<file path="config.mk">
export PLATFORM = sky130hd
export DESIGN_NAME = iackn_core
export DESIGN_NICKNAME = d
export VERILOG_FILES = /design/src/design/iackn_pkg.sv /design/src/design/iackn_core.sv
export SDC_FILE = /design/constraint.sdc
export NUM_CORES = 1
export LEC_CHECK = 0
export ABC_AREA = 1
export BUFFER_PORTS_ARGS = -buffer_cell sky130_fd_sc_hd__buf_2
export CAP_MARGIN = 20
export CORE_MARGIN = 2
export CORE_UTILIZATION = 55
export CTS_CLUSTER_DIAMETER = 60
export CTS_CLUSTER_SIZE = 12
export DETAILED_ROUTE_END_ITERATION = 10
export GPL_TIMING_DRIVEN = 0
export HOLD_SLACK_MARGIN = 0.02
export PLACE_DENSITY = 0.8
export SLEW_MARGIN = 25
export SYNTH_ARGS = -nofsm -noshare
export SYNTH_HDL_FRONTEND = slang
export SYNTH_SLANG_ARGS = --single-unit
</file>
<file path="constraint.sdc">
create_clock -name pclk -period 5.2 [get_ports pclk]
set_input_delay 1.04 -clock pclk [delete_from_list [all_inputs] [get_ports pclk]]
set_output_delay 1.04 -clock pclk [all_outputs]
set_load 0.005 [all_outputs]
</file>
<file path="src/design/iackn_pkg.sv">
// Constants, types and register map of the interrupt acknowledge and nesting controller.
// Assumes a single 20 MHz clock pclk, an APB slave port and a core that signals instruction boundaries.

package iackn_pkg;

   // ==========================================================================
   // Sizes
   localparam int N_SRC     = 16;
   localparam int STK_DEPTH = 8;

   // ==========================================================================
   // Register offsets (byte addresses)
   localparam logic [7:0] OFS_PEND   = 8'h00;
   localparam logic [7:0] OFS_MASK   = 8'h04;
   localparam logic [7:0] OFS_LEVEL  = 8'h08;
   localparam logic [7:0] OFS_STATUS = 8'h0C;
   localparam logic [7:0] OFS_SERVE  = 8'h10;

   // ==========================================================================
   // Reset values
   localparam logic [15:0] RST_PEND   = 16'h0000;
   localparam logic [15:0] RST_MASK   = 16'hFFFF;
   localparam logic [15:0] RST_LEVEL  = 16'hFFFF;
   localparam logic [7:0]  RST_STATUS = 8'h02;

   // ==========================================================================
   // Status word fields
   localparam int SW_IE_BIT  = 7;
   localparam int SW_ISP_BIT = 1;

   // ==========================================================================
   // Vectors and timing (CPU clocks)
   localparam logic [15:0] SOFT_VEC   = 16'h003E;
   localparam int          LAT_HI_CLK = 13;
   localparam int          LAT_LO_CLK = 15;
   localparam int          LAT_MAX_HI = 63;
   localparam int          LAT_MAX_LO = 65;
   localparam int          SEQ_FIXED  = 4;
   localparam logic [3:0]  WAIT_HI    = 4'(LAT_HI_CLK - SEQ_FIXED);
   localparam logic [3:0]  WAIT_LO    = 4'(LAT_LO_CLK - SEQ_FIXED);

   // ==========================================================================
   // Types
   typedef enum logic [1:0] {K_NONE, K_MASK, K_SOFT, K_NMI} iackn_kind_t;
   typedef enum logic [2:0] {S_IDLE, S_WAIT, S_PUSH_SW, S_PUSH_PC, S_LOAD} iackn_state_t;

endpackage : iackn_pkg

</file>
<file path="src/design/iackn_core.sv">
// Interrupt acknowledge, priority and nesting controller with APB register slave.
// Assumes the core pulses instr_done at each instruction boundary and stalls while svc_busy is high.
//
// The address map and the APB interface to the registers are this design's own decisions.
`timescale 1ns/10ps

module iackn_core
   import iackn_pkg::*;
#(
   parameter logic [15:0] VEC_BASE = 16'h0004,   // Vector of source 0; source i at VEC_BASE + 2*i
   parameter logic [15:0] NMI_VEC  = 16'h0002    // Non-maskable vector address
) (
   input  wire logic        pclk,        // Clock, 20 MHz
   input  wire logic        presetn,     // Asynchronous reset, active low
   input  wire logic        psel,        // APB select
   input  wire logic        penable,     // APB enable
   input  wire logic        pwrite,      // APB direction
   input  wire logic [7:0]  paddr,       // APB byte address
   input  wire logic [31:0] pwdata,      // APB write data
   output logic      [31:0] prdata,      // APB read data
   output logic             pready,      // APB ready
   output logic             pslverr,     // APB error on unmapped address
   input  wire logic [15:0] src_req,     // Maskable request pulses
   input  wire logic        nmi_req,     // Non-maskable request pulse
   input  wire logic        instr_done,  // Instruction completes this cycle
   input  wire logic        brk_exec,    // Completing instruction is the soft trap
   input  wire logic        return_from_interrupt_exec,   // Completing instruction is return from interrupt
   input  wire logic        return_from_break_exec,   // Completing instruction is return from break
   input  wire logic        ei_exec,     // Completing instruction sets global accept
   input  wire logic        di_exec,     // Completing instruction clears global accept
   input  wire logic [7:0]  ret_status,  // Status word popped by the return
   output logic             svc_busy,    // Save and vector sequence running
   output logic             push_sw,     // Push status word this cycle
   output logic      [7:0]  push_data,   // Status word to push
   output logic             push_pc,     // Push program counter this cycle
   output logic             pc_load,     // Load PC from vector address this cycle
   output logic      [15:0] vec_addr,    // Vector table address
   output logic      [1:0]  ack_kind,    // Kind of the latest acknowledgement
   output logic             ie_flag,     // Global accept flag
   output logic             isp_flag     // Serving level flag
);

   // ==========================================================================
   // State
   logic [15:0]  pend;
   logic [15:0]  mask;
   logic [15:0]  level;
   logic [7:0]   status_word;
   logic         nmi_pend;
   iackn_state_t state;
   logic [3:0]   cnt;
   iackn_kind_t  kind_stk [STK_DEPTH];
   logic [3:0]   depth;
   logic         stk_ovf;
   logic         bad_ret;
   logic [STK_DEPTH-1:0] nmi_in;

   // ==========================================================================
   // Bus decode
   logic apb_setup;
   logic apb_wr;
   logic hit;

   assign apb_setup = psel & ~penable;
   assign apb_wr    = psel & penable & pwrite;
   assign hit       = (paddr == OFS_PEND) || (paddr == OFS_MASK) || (paddr == OFS_LEVEL) ||
                      (paddr == OFS_STATUS) || (paddr == OFS_SERVE);
   // Zero wait states keep the core's register accesses short
   assign pready    = 1'b1;
   assign pslverr   = psel & penable & ~hit;

   // ==========================================================================
   // Selection
   function automatic logic [3:0] pick_first(input logic [15:0] v);
      logic [3:0] r;
      r = 4'h0;
      for (int i = N_SRC - 1; i >= 0; i--) begin
         if (v[i]) begin
            r = 4'(i);
         end
      end
      return r;
   endfunction : pick_first

   logic        ie;
   logic        serving_level_flag;
   logic        nmi_active;
   logic        ret_now;
   logic [15:0] eligible;
   logic [15:0] acc;
   logic [15:0] acc_hi;
   logic [15:0] grp;
   logic [3:0]  sel;
   logic        at_edge;
   logic        take_soft;
   logic        take_nmi;
   logic        take_mask;
   logic        take_any;

   assign ie         = status_word[SW_IE_BIT];
   assign serving_level_flag        = status_word[SW_ISP_BIT];
   assign nmi_active = |nmi_in;
   // Qualifiers count only at a real boundary; a stalled core reports none
   assign ret_now    = instr_done & (return_from_interrupt_exec | return_from_break_exec);
   assign eligible   = pend & ~mask;
   // Level alone gates nesting; default order only breaks ties below
   assign acc        = eligible & (~level | {16{serving_level_flag}}) & {16{ie & ~nmi_active}};
   assign acc_hi     = acc & ~level;
   assign grp        = (|acc_hi) ? acc_hi : acc;
   assign sel        = pick_first(grp);
   // The return's own boundary never takes, so one more instruction must finish first
   assign at_edge    = (state == S_IDLE) & instr_done & ~ret_now;
   assign take_soft  = (state == S_IDLE) & instr_done & brk_exec;
   assign take_nmi   = at_edge & ~brk_exec & nmi_pend & ~nmi_active;
   assign take_mask  = at_edge & ~brk_exec & ~take_nmi & (|grp);
   assign take_any   = take_soft | take_nmi | take_mask;

   genvar g;
   generate
      for (g = 0; g < STK_DEPTH; g++) begin : g_nmi
         assign nmi_in[g] = (4'(g) < depth) && (kind_stk[g] == K_NMI);
      end
   endgenerate

   // ==========================================================================
   // Request flags
   always_ff @(posedge pclk or negedge presetn) begin
      if (!presetn) begin
         pend <= RST_PEND;
      end else begin
         // Hardware set wins over a software write or an acknowledge clear
         pend <= ((apb_wr && paddr == OFS_PEND) ? pwdata[15:0] : pend)
                 & ~(take_mask ? (16'h0001 << sel) : 16'h0000)
                 | src_req;
      end
   end

   always_ff @(posedge pclk or negedge presetn) begin
      if (!presetn) begin
         nmi_pend <= 1'b0;
      end else begin
         // Repeated requests collapse into one
         nmi_pend <= (nmi_pend & ~take_nmi) | nmi_req;
      end
   end

   always_ff @(posedge pclk or negedge presetn) begin
      if (!presetn) begin
         mask  <= RST_MASK;
         level <= RST_LEVEL;
      end else begin
         if (apb_wr && paddr == OFS_MASK) begin
            mask <= pwdata[15:0];
         end
         if (apb_wr && paddr == OFS_LEVEL) begin
            level <= pwdata[15:0];
         end
      end
   end

   // ==========================================================================
   // Status word
   always_ff @(posedge pclk or negedge presetn) begin
      if (!presetn) begin
         status_word <= RST_STATUS;
      end else if (take_any) begin
         status_word[SW_IE_BIT] <= 1'b0;
         if (take_mask) begin
            status_word[SW_ISP_BIT] <= level[sel];
         end else if (take_nmi) begin
            status_word[SW_ISP_BIT] <= 1'b0;
         end
      end else if (ret_now) begin
         status_word <= ret_status;
      end else if (instr_done && ei_exec) begin
         status_word[SW_IE_BIT] <= 1'b1;
      end else if (instr_done && di_exec) begin
         status_word[SW_IE_BIT] <= 1'b0;
      end else if (apb_wr && paddr == OFS_STATUS) begin
         status_word <= pwdata[7:0];
      end
   end

   // ==========================================================================
   // Save and vector sequence
   always_ff @(posedge pclk or negedge presetn) begin
      if (!presetn) begin
         state <= S_IDLE;
         cnt   <= 4'h0;
      end else begin
         unique case (state)
            S_IDLE: begin
               if (take_any) begin
                  state <= S_WAIT;
                  cnt   <= (take_mask && level[sel]) ? WAIT_LO - 4'h1 : WAIT_HI - 4'h1;
               end
            end
            S_WAIT: begin
               if (cnt == 4'h0) begin
                  state <= S_PUSH_SW;
               end else begin
                  cnt <= cnt - 4'h1;
               end
            end
            S_PUSH_SW: begin
               state <= S_PUSH_PC;
            end
            S_PUSH_PC: begin
               state <= S_LOAD;
            end
            S_LOAD: begin
               state <= S_IDLE;
            end
         endcase
      end
   end

   always_ff @(posedge pclk or negedge presetn) begin
      if (!presetn) begin
         push_data <= 8'h00;
         vec_addr  <= 16'h0000;
         ack_kind  <= 2'(K_NONE);
      end else if (take_any) begin
         push_data <= status_word;
         ack_kind  <= take_soft ? 2'(K_SOFT) : take_nmi ? 2'(K_NMI) : 2'(K_MASK);
         if (take_soft) begin
            vec_addr <= SOFT_VEC;
         end else if (take_nmi) begin
            vec_addr <= NMI_VEC;
         end else begin
            vec_addr <= VEC_BASE + {11'h000, sel, 1'b0};
         end
      end
   end

   assign svc_busy = (state != S_IDLE);
   assign push_sw  = (state == S_PUSH_SW);
   assign push_pc  = (state == S_PUSH_PC);
   assign pc_load  = (state == S_LOAD);
   assign ie_flag  = ie;
   assign isp_flag = serving_level_flag;

   // ==========================================================================
   // Handler kind stack: tells which handler a return ends
   always_ff @(posedge pclk or negedge presetn) begin
      if (!presetn) begin
         depth   <= 4'h0;
         stk_ovf <= 1'b0;
         bad_ret <= 1'b0;
         for (int i = 0; i < STK_DEPTH; i++) begin
            kind_stk[i] <= K_NONE;
         end
      end else if (take_any) begin
         // Beyond the depth the kind is lost; the NMI lock may then end early
         if (depth == 4'(STK_DEPTH)) begin
            stk_ovf <= 1'b1;
         end else begin
            kind_stk[depth[2:0]] <= take_soft ? K_SOFT : take_nmi ? K_NMI : K_MASK;
            depth                <= depth + 4'h1;
         end
      end else if (ret_now && depth != 4'h0) begin
         depth <= depth - 4'h1;
         if (return_from_break_exec != (kind_stk[depth[2:0] - 3'h1] == K_SOFT)) begin
            bad_ret <= 1'b1;
         end
      end else if (apb_wr && paddr == OFS_SERVE) begin
         stk_ovf <= stk_ovf & ~pwdata[5];
         bad_ret <= bad_ret & ~pwdata[6];
      end
   end

   // ==========================================================================
   // Read data, registered in the setup cycle
   always_ff @(posedge pclk or negedge presetn) begin
      if (!presetn) begin
         prdata <= 32'h0000_0000;
      end else if (apb_setup && !pwrite) begin
         unique case (paddr)
            OFS_PEND:   prdata <= {16'h0000, pend};
            OFS_MASK:   prdata <= {16'h0000, mask};
            OFS_LEVEL:  prdata <= {16'h0000, level};
            OFS_STATUS: prdata <= {24'h000000, status_word};
            OFS_SERVE:  prdata <= {23'h000000, depth, bad_ret, stk_ovf, nmi_active, svc_busy, nmi_pend};
            default:    prdata <= 32'h0000_0000;
         endcase
      end
   end

   // ==========================================================================
   // Assertions
   // Cycles from the take edge to the status push: wait count plus one
   localparam int D_HI = LAT_HI_CLK - SEQ_FIXED + 1;
   localparam int D_LO = LAT_LO_CLK - SEQ_FIXED + 1;

   logic [15:0] below_sel;
   assign below_sel = (16'h0001 << sel) - 16'h0001;
endmodule : iackn_core

</file>
# After elaboration in Yosys (flattened, before gate mapping)

Index checks and enable logic that the tools add are counted.

Muxes and demuxes: 59
Add/sub/neg operators: 5
Bitwise operators: 43
Shifts and indexed selects: 1
Eq/ne operators: 31
Reduce and logical (&&, ||, !) cells: 47
$lt $le $gt $ge: 12

Operator list:

| operator             | number |
|---|---|
| $mux 4               | 21 |
| $and 16x16->16       | 5 |
| $pmux 16 s5          | 1 |
| $mux 16              | 3 |
| $not 16->16          | 3 |
| $or 16x16->16        | 2 |
| $reduce_or 16->1     | 2 |
| $logic_and 1x1->1    | 19 |
| $eq 2x2->1 const B   | 9 |
| $and 1x1->1          | 17 |
| $bwmux 16            | 1 |
| $eq 8x4->1 const B   | 2 |
| $lt 3x4->1 const A   | 4 |
| $mux 8               | 2 |
| $shl 1x4->16 const A | 1 |
| $pmux 3 s5           | 1 |
| $mux 1               | 14 |
| $mux 7               | 2 |
| $ne 2x2->1 const B   | 7 |
| $mux 2               | 6 |
| $mux 6               | 2 |
| $not 1->1            | 10 |
| $reduce_bool 2->1    | 5 |
| $ne 3x3->1 const B   | 3 |
| 36 further kinds     | 56 |

Input bits: 76
Bits in registers: 144
Output and inout bits: 66

# Logic depth before layout (Yosys ltp)

Depth after elaboration: 31
Depth in mapped cells: 42
Depth with buffers taken out: 40

# Worst setup path after synthesis

OpenSTA, ideal clock, no wires.

Kind: reg-to-reg
Start: register depth[0]
End: register cnt[1]
Arrival: 3.583 ns
Cell stages (with the launch flop): 34
Setup slack: 1.501 ns
Path buffers: 3
Library setup time: 0.116 ns
Path through: dfrtp_1 -> clkbuf_1 -> inv_1 -> ha_1 -> inv_1 -> nand2_2 -> nand2_1 -> nand2_1 -> nand2_1 -> nor2_4 -> buf_6 -> nand4_1 -> nor2_1 -> nor2_1 -> nand2_1 -> nor2_4 -> nand2_4 -> buf_6 -> a21oi_2 -> nor2_1 -> inv_2 -> a31oi_1 -> o21ai_1 -> nand2_1 -> a21oi_4 -> inv_2 -> nor3_1 -> nor2_1 -> nand2_1 -> nand3_1 -> nand3_1 -> nand2_1 -> nand2_1 -> nand2_1

Cells in the longest elaborated chain, start to end: 31
Elaborated cells on any way between the ends: 54
Classes of those cells: 8 x order compare; 1 x eq/ne; 22 x mux; 10 x bitwise; 13 x reduce/logical

Ends and longest elaborated chain:

| what                                     | RTL line                             | RTL |
|---|---|---|
| start: declaration                       | iackn_core.sv:53                     | `logic [3:0] depth;` |
| start signal: assignment                 | iackn_core.sv:259                    | `depth <= depth + 4'h1;` |
| start signal: assignment                 | iackn_core.sv:262                    | `depth <= depth - 4'h1;` |
| $lt 1x4->1, or another cell as far along | iackn_core.sv:121                    | `assign nmi_in[g] = (4'(g) < depth) && (kind_stk[g] == K_NMI);` |
| $logic_and 1x1->1                        | iackn_core.sv:121                    |  |
| $reduce_or 8->1 *                        | iackn_core.sv:102                    | `assign nmi_active = \|nmi_in;` |
| $not 1->1 *                              | iackn_core.sv:107, iackn_core.sv:114 |  |
| $and 1x1->1                              | iackn_core.sv:107                    | `assign acc = eligible & (~level \| {16{serving_level_flag}}) & {16{ie & ~nmi_active}};` |
| $and 16x16->16                           | iackn_core.sv:107                    |  |
| $and 16x16->16                           | iackn_core.sv:108                    | `assign acc_hi = acc & ~level;` |
| $reduce_or 16->1                         | iackn_core.sv:109                    | `assign grp = (\|acc_hi) ? acc_hi : acc;` |
| $mux 16                                  | iackn_core.sv:109                    |  |
| $mux 4 (16 in a row)                     | iackn_core.sv:78                     | `if (v[i]) begin` |
| $bmux 1 s4                               | iackn_core.sv:195                    | `cnt <= (take_mask && level[sel]) ? WAIT_LO - 4'h1 : WAIT_HI - 4'h1;` |
| $mux 1 (implied by the code)             | iackn_core.sv:195                    |  |
| $logic_and 1x1->1                        | iackn_core.sv:195                    |  |
| $mux 2                                   | iackn_core.sv:195                    |  |
| $mux 4                                   | iackn_core.sv:193                    | `if (take_any) begin` |
| $pmux 4 s2                               | iackn_core.sv:191                    | `unique case (state)` |
| end signal: assignment                   | iackn_core.sv:195                    |  |
| end signal: assignment                   | iackn_core.sv:202                    | `cnt <= cnt - 4'h1;` |
| end: declaration                         | iackn_core.sv:51                     | `logic [3:0] cnt;` |

Mark *: on every way between the ends. The rest lies on a longest branch, timed or not. The select of a mux whose other input is x is not followed.
A chain may end at the register's enable or synchronous reset.

# Worst setup path after layout

Ends and elaborated chain as after synthesis.

==> reports/metrics.yaml <==
status: "completed"
ant_nets: 0
slew_headroom_pct: 31.4
die-width_um: 117
max_cap_viol_count: 0
fmax_ghz: 0.211
irDropWorstVdd_v: 0.000304
hold_buffers: 0
grt_overflow: 0
cp.arrival_ns: 5.06
slowest_delay_ns: 0.43
async_flop_share_pct: 100
cts.htree.levels: 4
drt_wl_total_um: 21800
reg2reg_slack_ns: 0.46
drc: 0
finalWorstSetupSlack_ns: 0.461
synth.ff_latch_count: 117
yosysWarnings: 0
synth_xor_xnor_area_share_pct: 0.496
power_density_nw_per_um2: 491
register_area_um2: 2970
synth_adder_area_share_pct: 0.886
min_period_ns: 4.74
clk_path_buf_depth: 2
syn_area_per_cell_um2: 7.43
clk_latency_ns: 0.43
final_layout_size_suffix_gt1_share_pct: 21.9
grt_pass1_vias: 6671
synth-edff-count: 0
skew_ns: 0.00702
synth.distinct_cells: 50
synth_compound_area_share_pct: 18.8
pre_cts_ws_ns: 0.500
grt_usage_pct: 32.4
fin_crit_sh_pct: 91.1
die_y_um: 117
ios: 142
dp_hpwl_um: 15900
yosysSeqAreaShare_pct: 42.0
layout_commonest_cell: "nand2_1"
grt_pass1_wl_um: 35100
antenna_cells: 0
r2r-start: "depth[0]"
mostFrequentLayoutCells: "236 x nand2_1, 126 x inv_1, 99 x buf_2"
crit_type: "flip-flop to flip-flop"
grt_max_degree: 60
multi_input_area_um2: 3330
hp-start: "prdata[8]"
holdPathStages: 2
critPathMaxFanout: 10
cts-root-buf: "clkbuf_16"
cts_sinks: 117
cp-start-kind: "flip-flop"
tns_ns: 0
cts_made_buffers: 17
fin_hold_ws_ns: 0.477
crit_start: "depth[0]"
drv_slew: 0
setup_viol: 0
gp_congestion: 0.966
ys.flop_type: "dfrtp_1"
worstRegToRegCells: 32
synthCells: 950
vias: 7067
die_area_um2: 13800
slowest_stage: "dfrtp_1"
drtIter0Drc: 883
cpMostUsedCell: "nand2_1"
tightest_slew_ns: 1.02
utilization_pct: 68.0
yosys.area_share.simple_pct: 25.3
io_buffers: 97
numPlacedInstances: 1247
rows: 41
grt_setup_unrepaired: "false"
wl_per_cell_um: 17.0
detailedRoute.firstPassIterationCount: 6
start_util_pct: 56.2
path_clk_slew_ns: 0.06
area_growth_pct: 21.0
synth_area_um2: 7060
cp-end-kind: "flip-flop"
final-hold-violation-count: 0
synth_top_family_by_area: "simple AND/OR/NAND/NOR gates"
cts_tree: "built"
p_leak_nw: 4.31
core_um2: 12600
cp.required_ns: 5.52
post_drt_via_cell_ratio: 5.53
muxShareOfSynthArea_pct: 0
fin_nets: 1175
final_cells: 1279
nFillCells: 1077
antenna_found_initial: 0
hp-class: "flip-flop to flip-flop"
layer usage:
| metal | up-vias | part of all wire, % | global-route usage, % |
|---|---|---|---|
| met2 | 398 | 44 | 49.9 |
| li1 | 3343 | - | - |
| met1 | 3261 | 41 | 45.3 |
| met5 | - | 0 | 0 |
| met4 | 0 | 3.1 | 10.0 |
| met3 | 65 | 11 | 8.32 |
worst max-delay path, delay by kind of cell (launching register included):
kind                     cells  cell delay [ns]
AO/OA/AOI/OAI                2             0.36
adder cells (fa/ha/maj)      1             0.24
buffers and inverters        7             1.14
flip-flops                   1             0.43
AND/OR/NAND/NOR             22             2.44
synth_stat cells, types with 2 or more instances:
master	n	area (um2)
nand2_1	236	886
inv_1	126	473
nor2_1	91	342
o21ai_0	90	450
dfrtp_1	84	2100
dfstp_2	33	867
buf_4	29	218
nand3_1	28	140
a21oi_1	25	125
o21ai_1	20	100
a211oi_1	19	143
clkbuf_1	19	71.3
o21bai_1	17	128
nand4_1	15	93.8
inv_2	12	45.0
nor3_1	8	40.0
o211ai_1	8	60.1
o22ai_1	8	50.1
nor2_4	7	78.8
nor4_1	7	43.8
nand3b_1	6	45.0
a221oi_1	5	43.8
buf_6	5	56.3
ha_1	5	62.6
a2111oi_0	4	35.0
nand2_2	4	25.0
o311ai_0	4	35.0
nand4_2	3	37.5
nor2_2	3	18.8
xor2_1	3	26.3
a21oi_2	2	17.5
a21oi_4	2	32.5
a2bb2oi_1	2	17.5
buf_2	2	10.0
conb_1	2	7.51
o2111ai_1	2	17.5
repair_timing:
action,in CTS,in global routing
setup buffers,0,0
setup endpoints to repair,0,20
gates resized for setup,0,3
sequential cells by signal (all words and copies together), names as in the netlist:
register,flops
kind_stk,16
level,16
mask,16
pend,16
prdata,16
push_data,8
status_word,8
vec_addr,5
cnt,4
depth,4
state,3
ack_kind,2
bad_ret,1
nmi_pend,1
stk_ovf,1
cell families after synthesis:
logic type / after synthesis
AND/OR/NAND/NOR: 412
AO/OA/AOI/OAI: 216
XOR/XNOR: 4
adder cells (fa/ha/maj): 5
other: 2
flip-flops: 117
buffers and inverters: 194
report_power, final:
part	internal (mW)	leakage (nW)	switching, mW
Combinational	0.587	2.69	1.14
Sequential	1.10	1.33	0.127
Clock	0.808	0.297	0.436
Total	2.49	4.31	1.70
path summary, 6_finish.rpt:
kind                               endpoint
worst max register to register       cnt[1]
worst max-delay path                 cnt[1]
min in group asynchronous       kind_stk[6]
worst min-delay path              prdata[8]
worst min register to register    prdata[8]
max in group asynchronous         level[11]
cell type report:
type | count | share of cell area [%]
inverters | 138 | 6.06
clock inverters | 14 | 2.15
multi-input cells | 665 | 39.0
well taps | 172 | 2.52
plain buffers | 56 | 4.22
flip-flops and latches | 117 | 34.8
repair buffers | 99 | 6.14
clock buffers | 18 | 5.14
through the flow:
| step | cell area (um2) | total power, mW |
|---|---|---|
| final | 8540 | 4.19 |
| after global routing | 8540 | 4.48 |
| after floorplan | 7160 | 2.41 |
| after CTS | 8540 | 4.15 |
| after detailed placement | 7910 | 2.89 |
| after global placement | 7860 | 2.86 |
Note: power is estimated with default switching activity, not from simulation.
